<file path="src/inc/t1ra_pkg.sv">
/*
  Constants, register map and carrier types for the T1 receive alarm and
  event status block. Assumes a 1.544 Mbit/s line whose recovered clock and
  framer position strobes arrive as pins asynchronous to the 50 MHz clock.
*/
package t1ra_pkg;

  // line timing
  localparam longint LINE_RATE_HZ    = 1544000;
  localparam longint AIS_WINDOW_MS   = 3;
  localparam longint SEC_SHORT_MS    = 999;
  localparam longint SEC_LONG_MS     = 1002;
  localparam int     AIS_WINDOW_BITS = int'(LINE_RATE_HZ * AIS_WINDOW_MS / 1000);
  localparam int     SEC_SHORT_BITS  = int'(LINE_RATE_HZ * SEC_SHORT_MS / 1000);
  localparam int     SEC_LONG_BITS   = int'(LINE_RATE_HZ * SEC_LONG_MS / 1000);
  localparam int     CNT_W           = 24;

  // alarm thresholds
  localparam logic [CNT_W-1:0] AIS_SET_MAX_ZEROS = 24'h000005;
  localparam logic [CNT_W-1:0] AIS_CLR_MIN_ZEROS = 24'h000006;
  localparam logic [8:0]       YEL_WIN_CHANS     = 9'h100;
  localparam logic [8:0]       YEL_SET_MIN       = 9'h0fe;
  localparam logic [15:0]      ESF_YEL_PATTERN   = 16'h00ff;
  localparam logic [4:0]       ESF_SET_RUN       = 5'h10;
  localparam logic [4:0]       ESF_WIN_PATTERNS  = 5'h10;
  localparam logic [4:0]       ESF_CLR_MAX       = 5'h0e;
  localparam logic [3:0]       ESF_PAT_LAST_BIT  = 4'hf;
  localparam logic [7:0]       RED_SET_ZEROS     = 8'hc0;
  localparam logic [6:0]       RED_CLR_WIN       = 7'h70;
  localparam logic [4:0]       RED_CLR_ONES      = 5'h0e;
  localparam logic [1:0]       FBIT_RUN          = 2'h2;
  localparam logic [1:0]       SEC_LONG_PHASE    = 2'h2;

  // data link and signaling
  localparam logic [2:0] FDL_LAST_BIT   = 3'h7;
  localparam logic [3:0] FDL_ABORT_ONES = 4'h8;
  localparam int         SIG_SLOTS      = 96;

  // register indices; byte address is four times the index
  localparam logic [7:0] IDX_ALARM_ONE = 8'h20;
  localparam logic [7:0] IDX_EVENT_TWO = 8'h21;
  localparam logic [7:0] IDX_CTRL      = 8'h40;
  localparam logic [7:0] IDX_PAT_A     = 8'h41;
  localparam logic [7:0] IDX_PAT_B     = 8'h42;

  // alarm status bit positions
  localparam int A1_AIS = 3;
  localparam int A1_YEL = 2;
  localparam int A1_RED = 1;
  localparam int A1_LOF = 0;
  // event status bit positions
  localparam int E2_RXMF   = 7;
  localparam int E2_TXMF   = 6;
  localparam int E2_SEC    = 5;
  localparam int E2_RXFULL = 4;
  localparam int E2_TXEMPT = 3;
  localparam int E2_MATCH  = 2;
  localparam int E2_ABORT  = 1;
  localparam int E2_SIGCHG = 0;
  // control bit positions
  localparam int CTRL_YEL_METHOD = 2;
  localparam int CTRL_ESF        = 3;
  localparam logic [7:0] CTRL_RESET = 8'h00;
  localparam logic [7:0] PAT_RESET  = 8'h00;

  // line-side pins, sampled together on every system clock; receive bits and strobes are used at each recovered clock rise
  typedef struct packed {
    logic data;       // recovered bit, 1 = mark
    logic chanBit2;   // bit is bit 2 of a channel
    logic fbit12;     // bit is the twelfth framing bit
    logic fdlBit;     // bit is a data link bit
    logic sigBit;     // bit is a robbed signaling bit
    logic rxMf;       // first bit of a receive multiframe
    logic outOfFrame; // framer not synchronised
    logic txMf;       // transmit multiframe boundary
    logic txEmpty;    // transmit data link buffer empty
  } t1ra_line_t;

  // byte address to register index
  function automatic logic [7:0] t1ra_index(input logic [11:0] addr);
    return addr[9:2];
  endfunction

endpackage

</file>
<file path="src/core/t1ra_fdl.sv">
/*
  Receive data link byte collector: full, pattern match and abort pulses.
  Assumes bitStb is a one-cycle pulse per received data link bit.
*/
module t1ra_fdl import t1ra_pkg::*; (
  input  wire logic       clk,
  input  wire logic       arst_n,
  input  wire logic       bitStb,
  input  wire logic       bitVal,
  input  wire logic [7:0] patA,
  input  wire logic [7:0] patB,
  output logic            fullPulse,
  output logic            matchPulse,
  output logic            abortPulse
);

  logic [7:0] shift_q;
  logic [2:0] bitCnt_q;
  logic [3:0] ones_q;
  logic [7:0] byteNow;

  assign byteNow = {shift_q[6:0], bitVal};

  // byte assembly; byte boundary every eight link bits
  always_ff @(posedge clk or negedge arst_n) begin
    if (!arst_n) begin
      shift_q    <= 8'h00;
      bitCnt_q   <= 3'h0;
      fullPulse  <= 1'b0;
      matchPulse <= 1'b0;
    end else begin
      fullPulse  <= 1'b0;
      matchPulse <= 1'b0;
      if (bitStb) begin
        shift_q  <= byteNow;
        bitCnt_q <= bitCnt_q + 3'h1;
        if (bitCnt_q == FDL_LAST_BIT) begin
          fullPulse  <= 1'b1;
          matchPulse <= (byteNow == patA) || (byteNow == patB);
        end
      end
    end
  end

  // run of ones, independent of byte alignment
  always_ff @(posedge clk or negedge arst_n) begin
    if (!arst_n) begin
      ones_q     <= 4'h0;
      abortPulse <= 1'b0;
    end else begin
      abortPulse <= 1'b0;
      if (bitStb) begin
        if (!bitVal) begin
          ones_q <= 4'h0;
        end else if (ones_q == FDL_ABORT_ONES - 4'h1) begin
          ones_q     <= 4'h0;
          abortPulse <= 1'b1;
        end else begin
          ones_q <= ones_q + 4'h1;
        end
      end
    end
  end

endmodule // t1ra_fdl

</file>
<file path="src/core/t1ra_sync.sv">
/*
  Two flip-flop synchroniser for a group of level inputs.
  Assumes each bit is stable long enough to be caught by the 50 MHz clock.
*/
module t1ra_sync import t1ra_pkg::*; #(
  parameter int W = 1
) (
  input  wire logic         clk,
  input  wire logic         arst_n,
  input  wire logic [W-1:0] din,
  output logic      [W-1:0] dout
);

  logic [W-1:0] meta_q;

  // first stage feeds only the second
  always_ff @(posedge clk or negedge arst_n) begin
    if (!arst_n) begin
      meta_q <= '0;
      dout   <= '0;
    end else begin
      meta_q <= din;
      dout   <= meta_q;
    end
  end

endmodule // t1ra_sync

</file>
<file path="src/core/t1ra_top.sv">
/*
  T1 receive alarm detection and event status with an APB register slave.
  Assumes line pins change around the falling edge of the recovered clock,
  which runs well below a quarter of the 50 MHz system clock.
*/
// Register access over APB is this design's own decision.
module t1ra_top import t1ra_pkg::*; #(
  parameter int AIS_WIN_BITS = AIS_WINDOW_BITS,
  parameter int SEC_SHORT    = SEC_SHORT_BITS,
  parameter int SEC_LONG     = SEC_LONG_BITS
) (
  input  wire logic        clk,
  input  wire logic        arst_n,
  input  wire logic        rclkPin,
  input  wire t1ra_line_t  linePins,
  input  wire logic        psel,
  input  wire logic        penable,
  input  wire logic        pwrite,
  input  wire logic [11:0] paddr,
  input  wire logic [31:0] pwdata,
  output logic      [31:0] prdata,
  output logic             pready,
  output logic             pslverr,
  output logic             rxAisAlarm,
  output logic             rxRemoteAlarm,
  output logic             rxNoSignalAlarm
);

  localparam int LW = $bits(t1ra_line_t);

  logic            rclkSync;
  logic            rclkDly_q;
  logic            bitStb;
  t1ra_line_t      lineSync;
  t1ra_line_t      ln;
  logic [LW-1:0]   lineSyncBits;
  logic            lof_q;
  logic            txMfDly_q;
  logic            txEmptyDly_q;

  // line pins and recovered clock through two flops each
  t1ra_sync #(.W(1)) u_clkSync (
    .clk    (clk),
    .arst_n (arst_n),
    .din    (rclkPin),
    .dout   (rclkSync)
  );
  t1ra_sync #(.W(LW)) u_lineSync (
    .clk    (clk),
    .arst_n (arst_n),
    .din    (linePins),
    .dout   (lineSyncBits)
  );
  assign lineSync = t1ra_line_t'(lineSyncBits);
  assign ln       = lineSync;

  // line bit strobe on each recovered clock rise
  always_ff @(posedge clk or negedge arst_n) begin
    if (!arst_n) begin
      rclkDly_q <= 1'b0;
    end else begin
      rclkDly_q <= rclkSync;
    end
  end
  assign bitStb = rclkSync & ~rclkDly_q;

  // blue alarm: zero count over a 3 ms window of line bits
  logic [CNT_W-1:0] aisBits_q;
  logic [CNT_W-1:0] aisZeros_q;
  logic [CNT_W-1:0] aisZerosNow;
  logic             ais_q;
  assign aisZerosNow = aisZeros_q + {{(CNT_W-1){1'b0}}, ~ln.data};
  always_ff @(posedge clk or negedge arst_n) begin
    if (!arst_n) begin
      aisBits_q  <= '0;
      aisZeros_q <= '0;
      ais_q      <= 1'b0;
    end else if (bitStb) begin
      if (aisBits_q == CNT_W'(AIS_WIN_BITS - 1)) begin
        aisBits_q  <= '0;
        aisZeros_q <= '0;
        // framed all ones carries F-bit zeros well above five per window
        if (aisZerosNow <= AIS_SET_MAX_ZEROS) begin
          ais_q <= 1'b1;
        end else if (aisZerosNow >= AIS_CLR_MIN_ZEROS) begin
          ais_q <= 1'b0;
        end
      end else begin
        aisBits_q  <= aisBits_q + 24'h000001;
        aisZeros_q <= aisZerosNow;
      end
    end
  end

  // yellow, bit-2 method: zeros among 256 consecutive channel bit 2s
  logic [8:0] y2Chans_q;
  logic [8:0] y2Zeros_q;
  logic [8:0] y2ZerosNow;
  logic       yelBit2_q;
  assign y2ZerosNow = y2Zeros_q + {8'h00, ~ln.data};
  always_ff @(posedge clk or negedge arst_n) begin
    if (!arst_n) begin
      y2Chans_q <= 9'h000;
      y2Zeros_q <= 9'h000;
      yelBit2_q <= 1'b0;
    end else if (bitStb && ln.chanBit2) begin
      if (y2Chans_q == YEL_WIN_CHANS - 9'h001) begin
        y2Chans_q <= 9'h000;
        y2Zeros_q <= 9'h000;
        yelBit2_q <= (y2ZerosNow >= YEL_SET_MIN);
      end else begin
        y2Chans_q <= y2Chans_q + 9'h001;
        y2Zeros_q <= y2ZerosNow;
      end
    end
  end

  // yellow, twelfth F-bit method: two alike in a row flip the state
  logic [1:0] fOnes_q;
  logic [1:0] fZeros_q;
  logic       yelFbit_q;
  always_ff @(posedge clk or negedge arst_n) begin
    if (!arst_n) begin
      fOnes_q   <= 2'h0;
      fZeros_q  <= 2'h0;
      yelFbit_q <= 1'b0;
    end else if (bitStb && ln.fbit12) begin
      if (ln.data) begin
        fZeros_q <= 2'h0;
        if (fOnes_q == FBIT_RUN - 2'h1) begin
          yelFbit_q <= 1'b1;
        end else begin
          fOnes_q <= fOnes_q + 2'h1;
        end
      end else begin
        fOnes_q <= 2'h0;
        if (fZeros_q == FBIT_RUN - 2'h1) begin
          yelFbit_q <= 1'b0;
        end else begin
          fZeros_q <= fZeros_q + 2'h1;
        end
      end
    end
  end

  // yellow, ESF: 16-bit data link patterns compared against 00ff
  logic [15:0] esfShift_q;
  logic [3:0]  esfBit_q;
  logic [4:0]  esfRun_q;
  logic [4:0]  esfWin_q;
  logic [4:0]  esfHits_q;
  logic        yelEsf_q;
  logic [15:0] esfWord;
  logic        esfHit;
  logic [4:0]  esfHitsNow;
  assign esfWord    = {esfShift_q[14:0], ln.data};
  assign esfHit     = (esfWord == ESF_YEL_PATTERN);
  assign esfHitsNow = esfHits_q + {4'h0, esfHit};
  always_ff @(posedge clk or negedge arst_n) begin
    if (!arst_n) begin
      esfShift_q <= 16'h0000;
      esfBit_q   <= 4'h0;
      esfRun_q   <= 5'h00;
      esfWin_q   <= 5'h00;
      esfHits_q  <= 5'h00;
      yelEsf_q   <= 1'b0;
    end else if (bitStb && ln.fdlBit) begin
      esfShift_q <= esfWord;
      esfBit_q   <= esfBit_q + 4'h1;
      if (esfBit_q == ESF_PAT_LAST_BIT) begin
        esfRun_q <= esfHit ? esfRun_q + 5'h01 : 5'h00;
        if (esfHit && esfRun_q == ESF_SET_RUN - 5'h01) begin
          yelEsf_q <= 1'b1;
          esfRun_q <= 5'h00;
        end
        if (esfWin_q == ESF_WIN_PATTERNS - 5'h01) begin
          esfWin_q  <= 5'h00;
          esfHits_q <= 5'h00;
          if (esfHitsNow <= ESF_CLR_MAX) begin
            yelEsf_q <= 1'b0;
          end
        end else begin
          esfWin_q  <= esfWin_q + 5'h01;
          esfHits_q <= esfHitsNow;
        end
      end
    end
  end

  // red alarm: zero run to set, ones in a window opened by a one to clear
  logic [7:0] redZeros_q;
  logic [6:0] redWin_q;
  logic [4:0] redOnes_q;
  logic       redOpen_q;
  logic       red_q;
  always_ff @(posedge clk or negedge arst_n) begin
    if (!arst_n) begin
      redZeros_q <= 8'h00;
      redWin_q   <= 7'h00;
      redOnes_q  <= 5'h00;
      redOpen_q  <= 1'b0;
      red_q      <= 1'b0;
    end else if (bitStb) begin
      redZeros_q <= ln.data ? 8'h00 : redZeros_q;
      if (!ln.data && redZeros_q != RED_SET_ZEROS) begin
        redZeros_q <= redZeros_q + 8'h01;
      end
      if (!red_q) begin
        redOpen_q <= 1'b0;
        if (!ln.data && redZeros_q == RED_SET_ZEROS - 8'h01) begin
          red_q <= 1'b1;
        end
      end else if (!redOpen_q) begin
        // window starts only at the first mark
        if (ln.data) begin
          redOpen_q <= 1'b1;
          redWin_q  <= 7'h01;
          redOnes_q <= 5'h01;
        end
      end else begin
        if (ln.data && redOnes_q == RED_CLR_ONES - 5'h01) begin
          red_q     <= 1'b0;
          redOpen_q <= 1'b0;
        end else if (redWin_q == RED_CLR_WIN - 7'h01) begin
          redOpen_q <= 1'b0;
        end else begin
          redWin_q  <= redWin_q + 7'h01;
          redOnes_q <= redOnes_q + {4'h0, ln.data};
        end
      end
    end
  end

  // one-second tick: 999, 999, 1002 ms counted in line bits
  logic [CNT_W-1:0] secCnt_q;
  logic [1:0]       secPhase_q;
  logic             secTick;
  logic [CNT_W-1:0] secLimit;
  assign secLimit = (secPhase_q == SEC_LONG_PHASE) ? CNT_W'(SEC_LONG - 1)
                                                   : CNT_W'(SEC_SHORT - 1);
  assign secTick  = bitStb && (secCnt_q == secLimit);
  always_ff @(posedge clk or negedge arst_n) begin
    if (!arst_n) begin
      secCnt_q   <= '0;
      secPhase_q <= 2'h0;
    end else if (secTick) begin
      secCnt_q   <= '0;
      secPhase_q <= (secPhase_q == SEC_LONG_PHASE) ? 2'h0 : secPhase_q + 2'h1;
    end else if (bitStb) begin
      secCnt_q <= secCnt_q + 24'h000001;
    end
  end

  // robbed-bit signaling memory, slot counter restarts each multiframe
  logic [SIG_SLOTS-1:0] sigMem_q;
  logic [6:0]           sigIdx_q;
  logic                 sigChange;
  assign sigChange = bitStb && ln.sigBit && (sigMem_q[sigIdx_q] != ln.data);
  always_ff @(posedge clk or negedge arst_n) begin
    if (!arst_n) begin
      sigMem_q <= '0;
      sigIdx_q <= 7'h00;
    end else if (bitStb) begin
      if (ln.rxMf) begin
        sigIdx_q <= 7'h00;
      end else if (ln.sigBit && sigIdx_q != 7'(SIG_SLOTS - 1)) begin
        sigIdx_q <= sigIdx_q + 7'h01;
      end
      if (ln.sigBit) begin
        sigMem_q[sigIdx_q] <= ln.data;
      end
    end
  end

  // data link byte events
  logic       fdlFull;
  logic       fdlMatch;
  logic       fdlAbort;
  logic [7:0] patA_q;
  logic [7:0] patB_q;
  t1ra_fdl u_fdl (
    .clk        (clk),
    .arst_n     (arst_n),
    .bitStb     (bitStb && ln.fdlBit),
    .bitVal     (ln.data),
    .patA       (patA_q),
    .patB       (patB_q),
    .fullPulse  (fdlFull),
    .matchPulse (fdlMatch),
    .abortPulse (fdlAbort)
  );

  // transmit side events are edges of synchronised levels
  always_ff @(posedge clk or negedge arst_n) begin
    if (!arst_n) begin
      txMfDly_q    <= 1'b0;
      txEmptyDly_q <= 1'b0;
      lof_q        <= 1'b0;
    end else begin
      txMfDly_q    <= ln.txMf;
      txEmptyDly_q <= ln.txEmpty;
      lof_q        <= ln.outOfFrame;
    end
  end

  // APB slave: one wait-free access, answer in the first access cycle
  logic [7:0] ctrl_q;
  logic [7:0] event_q;
  logic [7:0] eventSet;
  logic [7:0] alarmOne;
  logic [7:0] idx;
  logic       yelSel;
  logic       accessDone;
  logic       readEvent;
  assign idx        = t1ra_index(paddr);
  assign accessDone = psel && penable && pready;
  assign readEvent  = accessDone && !pwrite && idx == IDX_EVENT_TWO;

  // yellow source chosen by framing mode and method select
  assign yelSel = ctrl_q[CTRL_ESF] ? yelEsf_q
                : (ctrl_q[CTRL_YEL_METHOD] ? yelFbit_q : yelBit2_q);

  always_comb begin
    alarmOne         = 8'h00;
    alarmOne[A1_AIS] = ais_q;
    alarmOne[A1_YEL] = yelSel;
    alarmOne[A1_RED] = red_q;
    alarmOne[A1_LOF] = lof_q;
    eventSet            = 8'h00;
    eventSet[E2_RXMF]   = bitStb && ln.rxMf;
    eventSet[E2_TXMF]   = ln.txMf && !txMfDly_q;
    eventSet[E2_SEC]    = secTick;
    eventSet[E2_RXFULL] = fdlFull;
    eventSet[E2_TXEMPT] = ln.txEmpty && !txEmptyDly_q;
    eventSet[E2_MATCH]  = fdlMatch;
    eventSet[E2_ABORT]  = fdlAbort;
    eventSet[E2_SIGCHG] = sigChange;
  end

  // sticky events; a read clears only the bits it reported, held in prdata
  // during the access cycle, so an event landing in the setup cycle survives
  always_ff @(posedge clk or negedge arst_n) begin
    if (!arst_n) begin
      event_q <= 8'h00;
    end else begin
      event_q <= (readEvent ? (event_q & ~prdata[7:0]) : event_q) | eventSet;
    end
  end

  // writable control and match patterns
  always_ff @(posedge clk or negedge arst_n) begin
    if (!arst_n) begin
      ctrl_q <= CTRL_RESET;
      patA_q <= PAT_RESET;
      patB_q <= PAT_RESET;
    end else if (accessDone && pwrite) begin
      case (idx)
        IDX_CTRL:  ctrl_q <= pwdata[7:0];
        IDX_PAT_A: patA_q <= pwdata[7:0];
        IDX_PAT_B: patB_q <= pwdata[7:0];
        default:   ;
      endcase
    end
  end

  // answer path; unmapped index returns zero with an error
  always_ff @(posedge clk or negedge arst_n) begin
    if (!arst_n) begin
      pready  <= 1'b0;
      prdata  <= 32'h00000000;
      pslverr <= 1'b0;
    end else begin
      pready  <= psel && !penable;
      pslverr <= 1'b0;
      if (psel && !penable) begin
        prdata <= 32'h00000000;
        case (idx)
          IDX_ALARM_ONE: prdata <= {24'h000000, alarmOne};
          IDX_EVENT_TWO: prdata <= {24'h000000, event_q};
          IDX_CTRL:      prdata <= {24'h000000, ctrl_q};
          IDX_PAT_A:     prdata <= {24'h000000, patA_q};
          IDX_PAT_B:     prdata <= {24'h000000, patB_q};
          default:       pslverr <= 1'b1;
        endcase
      end
    end
  end

  // AIS, yellow and red alarm levels also brought out as pins; loss of frame is not
  always_ff @(posedge clk or negedge arst_n) begin
    if (!arst_n) begin
      rxAisAlarm      <= 1'b0;
      rxRemoteAlarm   <= 1'b0;
      rxNoSignalAlarm <= 1'b0;
    end else begin
      rxAisAlarm      <= ais_q;
      rxRemoteAlarm   <= yelSel;
      rxNoSignalAlarm <= red_q;
    end
  end

endmodule // t1ra_top

</file>
<file path="config.mk">
export PLATFORM = sky130hd
export DESIGN_NAME = t1ra_top
export DESIGN_NICKNAME = d
export VERILOG_FILES = /design/src/inc/t1ra_pkg.sv /design/src/core/t1ra_fdl.sv /design/src/core/t1ra_sync.sv /design/src/core/t1ra_top.sv
export SDC_FILE = /design/constraint.sdc
export NUM_CORES = 1
export LEC_CHECK = 0
export BUFFER_PORTS_ARGS = -buffer_cell sky130_fd_sc_hd__buf_2
export CAP_MARGIN = 40
export CELL_PAD_IN_SITES_DETAIL_PLACEMENT = 1
export CELL_PAD_IN_SITES_GLOBAL_PLACEMENT = 2
export CORE_MARGIN = 8
export CORE_UTILIZATION = 42
export CTS_CLUSTER_SIZE = 28
export DETAILED_ROUTE_END_ITERATION = 16
export GPL_TIMING_DRIVEN = 0
export PLACE_DENSITY = 0.87
export SLEW_MARGIN = 20
export SYNTH_ARGS = -nofsm -noshare
export SYNTH_HDL_FRONTEND = slang
export SYNTH_SLANG_ARGS = --single-unit
</file>
<file path="constraint.sdc">
create_clock -name clk -period 8.8 [get_ports clk]
set_clock_uncertainty 0.1 [all_clocks]
set_input_delay 0.44 -clock clk [delete_from_list [all_inputs] [get_ports clk]]
set_output_delay 0.44 -clock clk [all_outputs]
set_load 0.05 [all_outputs]
</file>
==> impl_metrics.toml, run 1 <==
[sta]
setup_viol = 0
timing.fmax_ghz = 0.235
period_share_pct = 48.4
hold_viol = 0
slew_headroom_pct = 44.3
worst_pin_slew_ns = 0.827
fin_crit_ns = 4.26
drv_slew = 0
rsz0062_at_grt = "false"
final.setup.tns_ns = 0

[logic_synthesis]
synth_edf_count = 0
yosysMostFrequentCell = "nand2_1"
ys_types = 67
ys_seq_elements = 338
synth_cells = 1706
yosys-top-cells-area = "dfrtp_1, nand2_1, o21ai_0, xnor2_1, o31ai_1"
seq_area_frac_synth_pct = 51.7
synth_area_um2 = 16400
synth_warnings = 0
synthTopCellsByCount = "nand2_1, dfrtp_1, o21ai_0, nor2_1, clkbuf_1"
synth.avg_cell_area_um2 = 9.59
synth-main-ff-cell = "dfrtp_1"
synthArstFlopShare_pct = 100
synth_top_area_share_pct = 51.7
yosys.area.top_type = "dfrtp_1"

[clock_tree]
clock_latency_ns = 0.57
cts_made_buffers = 39
clockRootBuffer = "clkbuf_16"
cts_tree = "yes"
cts-htree-levels = 2
clockBufferDepth = 3
cts.clk_slew.worst_paths_ns = 0.06
postCtsSetupRepairBufs = 0
clock-sinks = 338

[drt]
firstDrtPassIters = 5
postRouteWirelength_um = 46200
viasPerCell = 5.58
avgRoutedWirePerCell_um = 19.4
vias = 13300
ant_nets = 0
drtIter0Drc = 802
drc = 0

[layout]
area.sequential_um2 = 8460
fillCellCount = 4414
stdcell_count = 2382
nets = 1920
synthToLayoutAreaGrowth_pct = 15.3
stdcell_area_um2 = 18900
drive_gt1_share_pct = 10.4
diodes = 0
multi_input_area_um2 = 7380

[global_route]
grt_usage_pct = 20.7
grt_pass1_wl_um = 76300
grt_antenna_before_repair = 1
grt.overflow.total = 0
first_global_vias = 14200
grt_max_degree = 86

[worst_setup_path]
reg2reg_depth = 12
r2r_start = "u_lineSync.dout[8]"
required_ns = 9.12
endpoint_kind = "flip-flop"
r2r_end = "aisZeros_q[18]"
critical_path_class = "reg -> reg"
arrival_ns = 4.58
crit_chain = "inv_1, clkbuf_1, clkbuf_1, ha_1, ha_1, and3_1, nand3_1, nor3_1, nand4_1, nor2b_1, o21ai_0, o31ai_1"
critPathBufInv = 3
cp_slowest_cell = "nor3_1"
rrSetupSlack_ns = 4.54
path_delay_family = "simple AND/OR/NAND/NOR gates"
cp-start-kind = "flip-flop"
max_stage_delay_ns = 0.60
crit_cells = 12
worstPathMaxFanout = 11

[power_and_ir_drop]
ir_drop_v = 0.000135
power_density_nw_per_um2 = 201
p_leak_nw = 8.29

[place]
io_buffers = 42
hpwl_um = 32000
placed_cell_area_um2 = 17500
gp_congestion = 0.827
dp_cells = 2300

[worst_hold_path]
hp-class = "in -> reg"
worstHoldPathCells = 2
holdCritStartpoint = "pwdata[4]"
hold_path_end = "ctrl_q[4]"

[status]
outcome = "finished clean"

[die]
row_count = 72
die_area_um2 = 45500
io_pins = 96
start_util_pct = 42.4
core_area_um2 = 38600
die_x_um = 213
fp.dieH_um = 213

[run]
cap_violations = 0
==> registers in the layout (all words and copies together) (netlist names), 6 cells and up <==
signal             flops
sigMem_q              96
u_lineSync.dout        9
y2Zeros_q              9
redZeros_q             8
patA_q                 8
aisZeros_q            24
secCnt_q              24
u_fdl.shift_q          6
aisBits_q             24
ctrl_q                 8
esfShift_q             9
y2Chans_q              9
patB_q                 8
sigIdx_q               7
event_q                8
redWin_q               7
prdata                 8
u_lineSync.meta_q      9
==> logic make-up after synthesis <==
group / after synthesis / synth area share, %
adders and majority gates: 24 / 1.84
and+or+nand+nor: 702 / 19.6
muxes: 60 / 4.96
buffers and inverters: 129 / 3.73
AOI/OAI and AO/OA: 364 / 13.5
DFF: 338 / 51.7
other: 1 / 0.0229
xor gates and xnor gates: 88 / 4.71
==> worst max-delay path by stage <==
stage / from / to / slack [ns]
floorplan: u_lineSync.dout[8] / aisZeros_q[18] / 5.80
global placement: arst_n / aisBits_q[13] / 0.40
detailed placement: u_lineSync.dout[8] / aisZeros_q[18] / 4.55
CTS: u_lineSync.dout[8] / aisZeros_q[18] / 4.47
global route: u_lineSync.dout[8] / aisZeros_q[18] / 4.19
finish: u_lineSync.dout[8] / aisZeros_q[18] / 4.54
==> layer usage <==
| layer | GRT usage (%) | vias up | part of all wire [%] |
|---|---|---|---|
| met5 | 0 | - | 0 |
| met4 | 6.29 | 0 | 2.6 |
| li1 | - | 6236 | - |
| met2 | 34.3 | 217 | 47 |
| met1 | 27.8 | 6757 | 46 |
| met3 | 3.30 | 81 | 4.0 |
==> worst register-to-register path: stages (launching register included) <==
cell      delay, ns
dfrtp_1        0.41
inv_1          0.21
clkbuf_1       0.55
clkbuf_1       0.44
ha_1           0.32
ha_1           0.32
and3_1         0.23
nand3_1        0.33
nor3_1         0.60
nand4_1        0.19
nor2b_1        0.16
o21ai_0        0.16
o31ai_1        0.09
==> area by class of cell <==
cell class | count | share of cell area (%)
buffer | 103 | 2.72
clock buffer | 56 | 5.88
clock inverter | 12 | 0.663
inverter | 26 | 0.517
multi-input combinational | 1262 | 39.1
sequential | 338 | 44.8
tap | 518 | 3.44
timing repair buffer | 67 | 2.81
==> cell usage in the layout (no fill, tap or decap), drive strengths merged, types with 30 or more instances in the layout <==
cell type  netlist  layout
xnor2           56      56
o21ai          194     194
nand3           57      57
nand4           37      37
nor2            95      95
clkbuf          68     124
dfrtp          338     338
a21oi           33      33
nand2          358     358
o31ai           50      50
buf             35      91
xor2            32      32
nor3            37      37
mux2            30      30
==> through the flow <==
| step | utilization, % | total power, W | hold WS, ns | setup slack (ns) |
|---|---|---|---|---|
| after floorplan | - | 0.00205 | 0.0444 | 5.80 |
| after global placement | 44.9 | 0.00218 | 0.233 | 0.402 |
| after detailed placement | 45.4 | 0.00221 | 0.236 | 4.55 |
| after CTS | 48.9 | 0.00383 | 0.00637 | 4.47 |
| after global routing | 48.9 | 0.00395 | 0.0224 | 4.19 |
| final | 48.9 | 0.00378 | 0.0314 | 4.54 |
==> report_power, final <==
| group | total (W) | internal (W) | leakage, nW | switching, W |
|---|---|---|---|---|
| Clock | 0.00160 | 0.000912 | 0.608 | 0.000683 |
| Combinational | 0.000420 | 0.000160 | 3.12 | 0.000260 |
| Sequential | 0.00177 | 0.00166 | 4.56 | 0.000109 |
| Total | 0.00378 | 0.00273 | 8.29 | 0.00105 |
==> timing repair <==
item	4_1_cts	5_1_grt
hold endpoints to repair	44	0
hold buffers	11	0
resized for setup	0	0
(Power assumes the default switching activity.)
==> run 2, diff against run 1 <==
- ABC_AREA: unset -> 1
- CORE_UTILIZATION: 42 -> 37
- PLACE_DENSITY: 0.87 -> 0.83
- clock period: 8.8 -> 3.95 ns (I/O delays scaled with it)
==> run 2 against run 1 <==
Global-route usage decreased by 1.6 points; worst setup slack got worse by 4.1 ns; sequential power increased by 120%; first-iteration DRC count decreased by 9.0%; critical endpoint is now ais_q.
==> impl_metrics.toml, run 2 <==
[die]
fp.dieH_um = 232
row_count = 79
core_area_um2 = 46300
die_area_um2 = 53800
io_pins = 96
die_x_um = 232
start_util_pct = 37.3

[sta]
fin_crit_ns = 3.47
drv_slew = 0
period_share_pct = 87.8
worst_pin_slew_ns = 0.714
slew_headroom_pct = 52.4
setup_viol = 0
rsz0062_at_grt = "false"
timing.fmax_ghz = 0.288
hold_viol = 0

[clock_tree]
cts.clk_slew.worst_paths_ns = 0.06
clockBufferDepth = 3
cts_tree = "yes"
cts_made_buffers = 41
clock-sinks = 338
clockRootBuffer = "clkbuf_16"
cts-htree-levels = 2
clock_latency_ns = 0.56

[global_route]
grt_antenna_before_repair = 0
grt_pass1_wl_um = 84000
grt_max_degree = 98
first_global_vias = 15900
grt_usage_pct = 19.1
grt.overflow.total = 0

[power_and_ir_drop]
power_density_nw_per_um2 = 439
ir_drop_v = 0.000278
total_power_w = 0.00876
p_leak_nw = 9.37

[layout]
final_common_cell = "nand2_1"
drive_gt1_share_pct = 9.42
final_util_pct = 43.1
largest_register_ffs = 96
final_cell_mix = "nand2_1, dfrtp_1, nor2_1"
diodes = 0
top_register = "sigMem_q"
nets = 2379
synthToLayoutAreaGrowth_pct = 15.6

[logic_synthesis]
seq_area_frac_synth_pct = 49.1
muxShareOfSynthArea_pct = 0.174
synthTopCellsByCount = "nand2_1, dfrtp_1, nor2_1, inv_1, a21oi_1"
synth_top_family_by_area = "simple AND/OR/NAND/NOR gates"
synth-main-ff-cell = "dfrtp_1"
ys_types = 61
yosys.area.top_type = "dfrtp_1"
yosys-top-cells-area = "dfrtp_1, nand2_1, nor2_1, inv_1, a21oi_1"
synth_warnings = 0
synth_edf_count = 0
synth_compound_area_share_pct = 10.7
synth_area_um2 = 17200
synthSimpleGateAreaFrac_pct = 26.1
synth_top_area_share_pct = 49.1
synth_xor_area_share_pct = 3.45
synthAdderAreaFrac_pct = 1.74
ys_seq_elements = 338
synthArstFlopShare_pct = 100
synth.avg_cell_area_um2 = 7.97
yosysMostFrequentCell = "nand2_1"
synth_cells = 2163

[worst_setup_path]
worstPathMaxFanout = 13
max_stage_delay_ns = 0.52
path_delay_family = "simple AND/OR/NAND/NOR gates"
cp_slowest_cell = "clkbuf_1"
critPathBufInv = 3
cp-start-kind = "flip-flop"
endpoint_kind = "flip-flop"
critical_path_class = "reg -> reg"
critPathMostFrequentCell = "nand2_1"
crit_chain = "clkinvlp_4, clkbuf_1, ha_1, ha_1, nand2_1, nor2_1, nand3_1, nand2_1, nand2_1, inv_1, nand2_1, nor2_1, nand2_1, nor2_1, nand4_1, nand2_1"
required_ns = 4.35
arrival_ns = 3.87

[drt]
ant_nets = 0
drtIter0Drc = 730
vias = 14800
drc = 0
viasPerCell = 5.06
postRouteWirelength_um = 50700
avgRoutedWirePerCell_um = 17.3
firstDrtPassIters = 4

[place]
io_buffers = 43
gp_congestion = 0.862
hpwl_um = 35600

[worst_hold_path]
hp-class = "in -> reg"

[status]
outcome = "finished clean"

[run]
cap_violations = 0
-- run 2: cell count changes in the layout (fill, tap and decap cells not counted), sizes merged, moves of 48 or more --
| cell | change |
|---|---|
| nand3 | +53 |
| o21ai | -73 |
| nand2 | +110 |
| o31ai | -48 |
| a21oi | +110 |
| nor2 | +218 |
| inv | +260 |
-- run 2: power breakdown --
part | leakage (nW) | internal, W | switching, W
clock | 0.653 | 0.00220 | 0.00153
sequential | 4.55 | 0.00368 | 0.000201
combinational | 4.16 | 0.000381 | 0.000760
-- run 2: area by class of cell --
cell class | count | area, um2
Clock buffer | 59 | 1170
Buffer | 73 | 402
Multi-Input combinational cell | 1483 | 7360
Fill cell | 5631 | 26300
Timing Repair Buffer | 68 | 528
Clock inverter | 13 | 145
Inverter | 291 | 1100
Sequential cell | 338 | 8460
Tap cell | 607 | 759
-- run 2: logic make-up after synthesis --
family          after synthesis
xor+xnor                     67
simple gates               1026
buf+inv                     365
fa+ha+maj                    24
flops                       338
compound gates              339
other cells                   1
mux                           3
-- run 2: what timing repair did --
action / in CTS / in global routing
hold buffers: 22 / 0
gates resized for setup: 0 / 1
cloned: 0 / 0
setup endpoints to repair: 1 / 1
hold endpoints to repair: 110 / 0
buffers inserted: 0 / 0
-- run 2: tightest hold or removal path, delay by kind of cell --
kind                   cells  cell delay, ns
AO/OA/AOI/OAI              1            0.10
buffers and inverters      1            0.11
AND/OR/NAND/NOR            3            0.30
-- run 2: path summary, 6_finish.rpt --
kind                       slack (ns)  cells past startpoint               start        endpoint
max                              0.48                     16  u_lineSync.dout[8]           ais_q
min                              0.09                      5                psel      event_q[1]
max reg2reg                      0.48                     16  u_lineSync.dout[8]           ais_q
min reg2reg                      0.25                      0    u_clkSync.meta_q  u_clkSync.dout
max in group asynchronous        2.67                      3              arst_n     esfRun_q[3]
min in group asynchronous        0.11                      2              arst_n    sigMem_q[15]
-- run 2: per-layer routing --
metal	wire length [um]	up-vias	track usage [%]
met5	0	-	0
met4	1700	0	7.00
met3	1380	98	2.33
met2	24800	188	32.7
met1	22800	7342	24.6
li1	-	7207	-
-- run 2: stage by stage --
step | worst slack, ns | area (um2) | hold WS [ns] | cells | TNS (ns)
after floorplan | 1.33 | 17300 | -0.198 | 2186 | 0
after global placement | -4.39 | 18300 | 0.207 | 2836 | -1464.53
after detailed placement | -0.125 | 18400 | 0.138 | 2839 | -0.125
after CTS | 0.132 | 19900 | 0.0512 | 2932 | 0
after global routing | 0.0915 | 19900 | 0.0918 | 2932 | 0
final | 0.481 | 19900 | 0.0856 | 2932 | 0
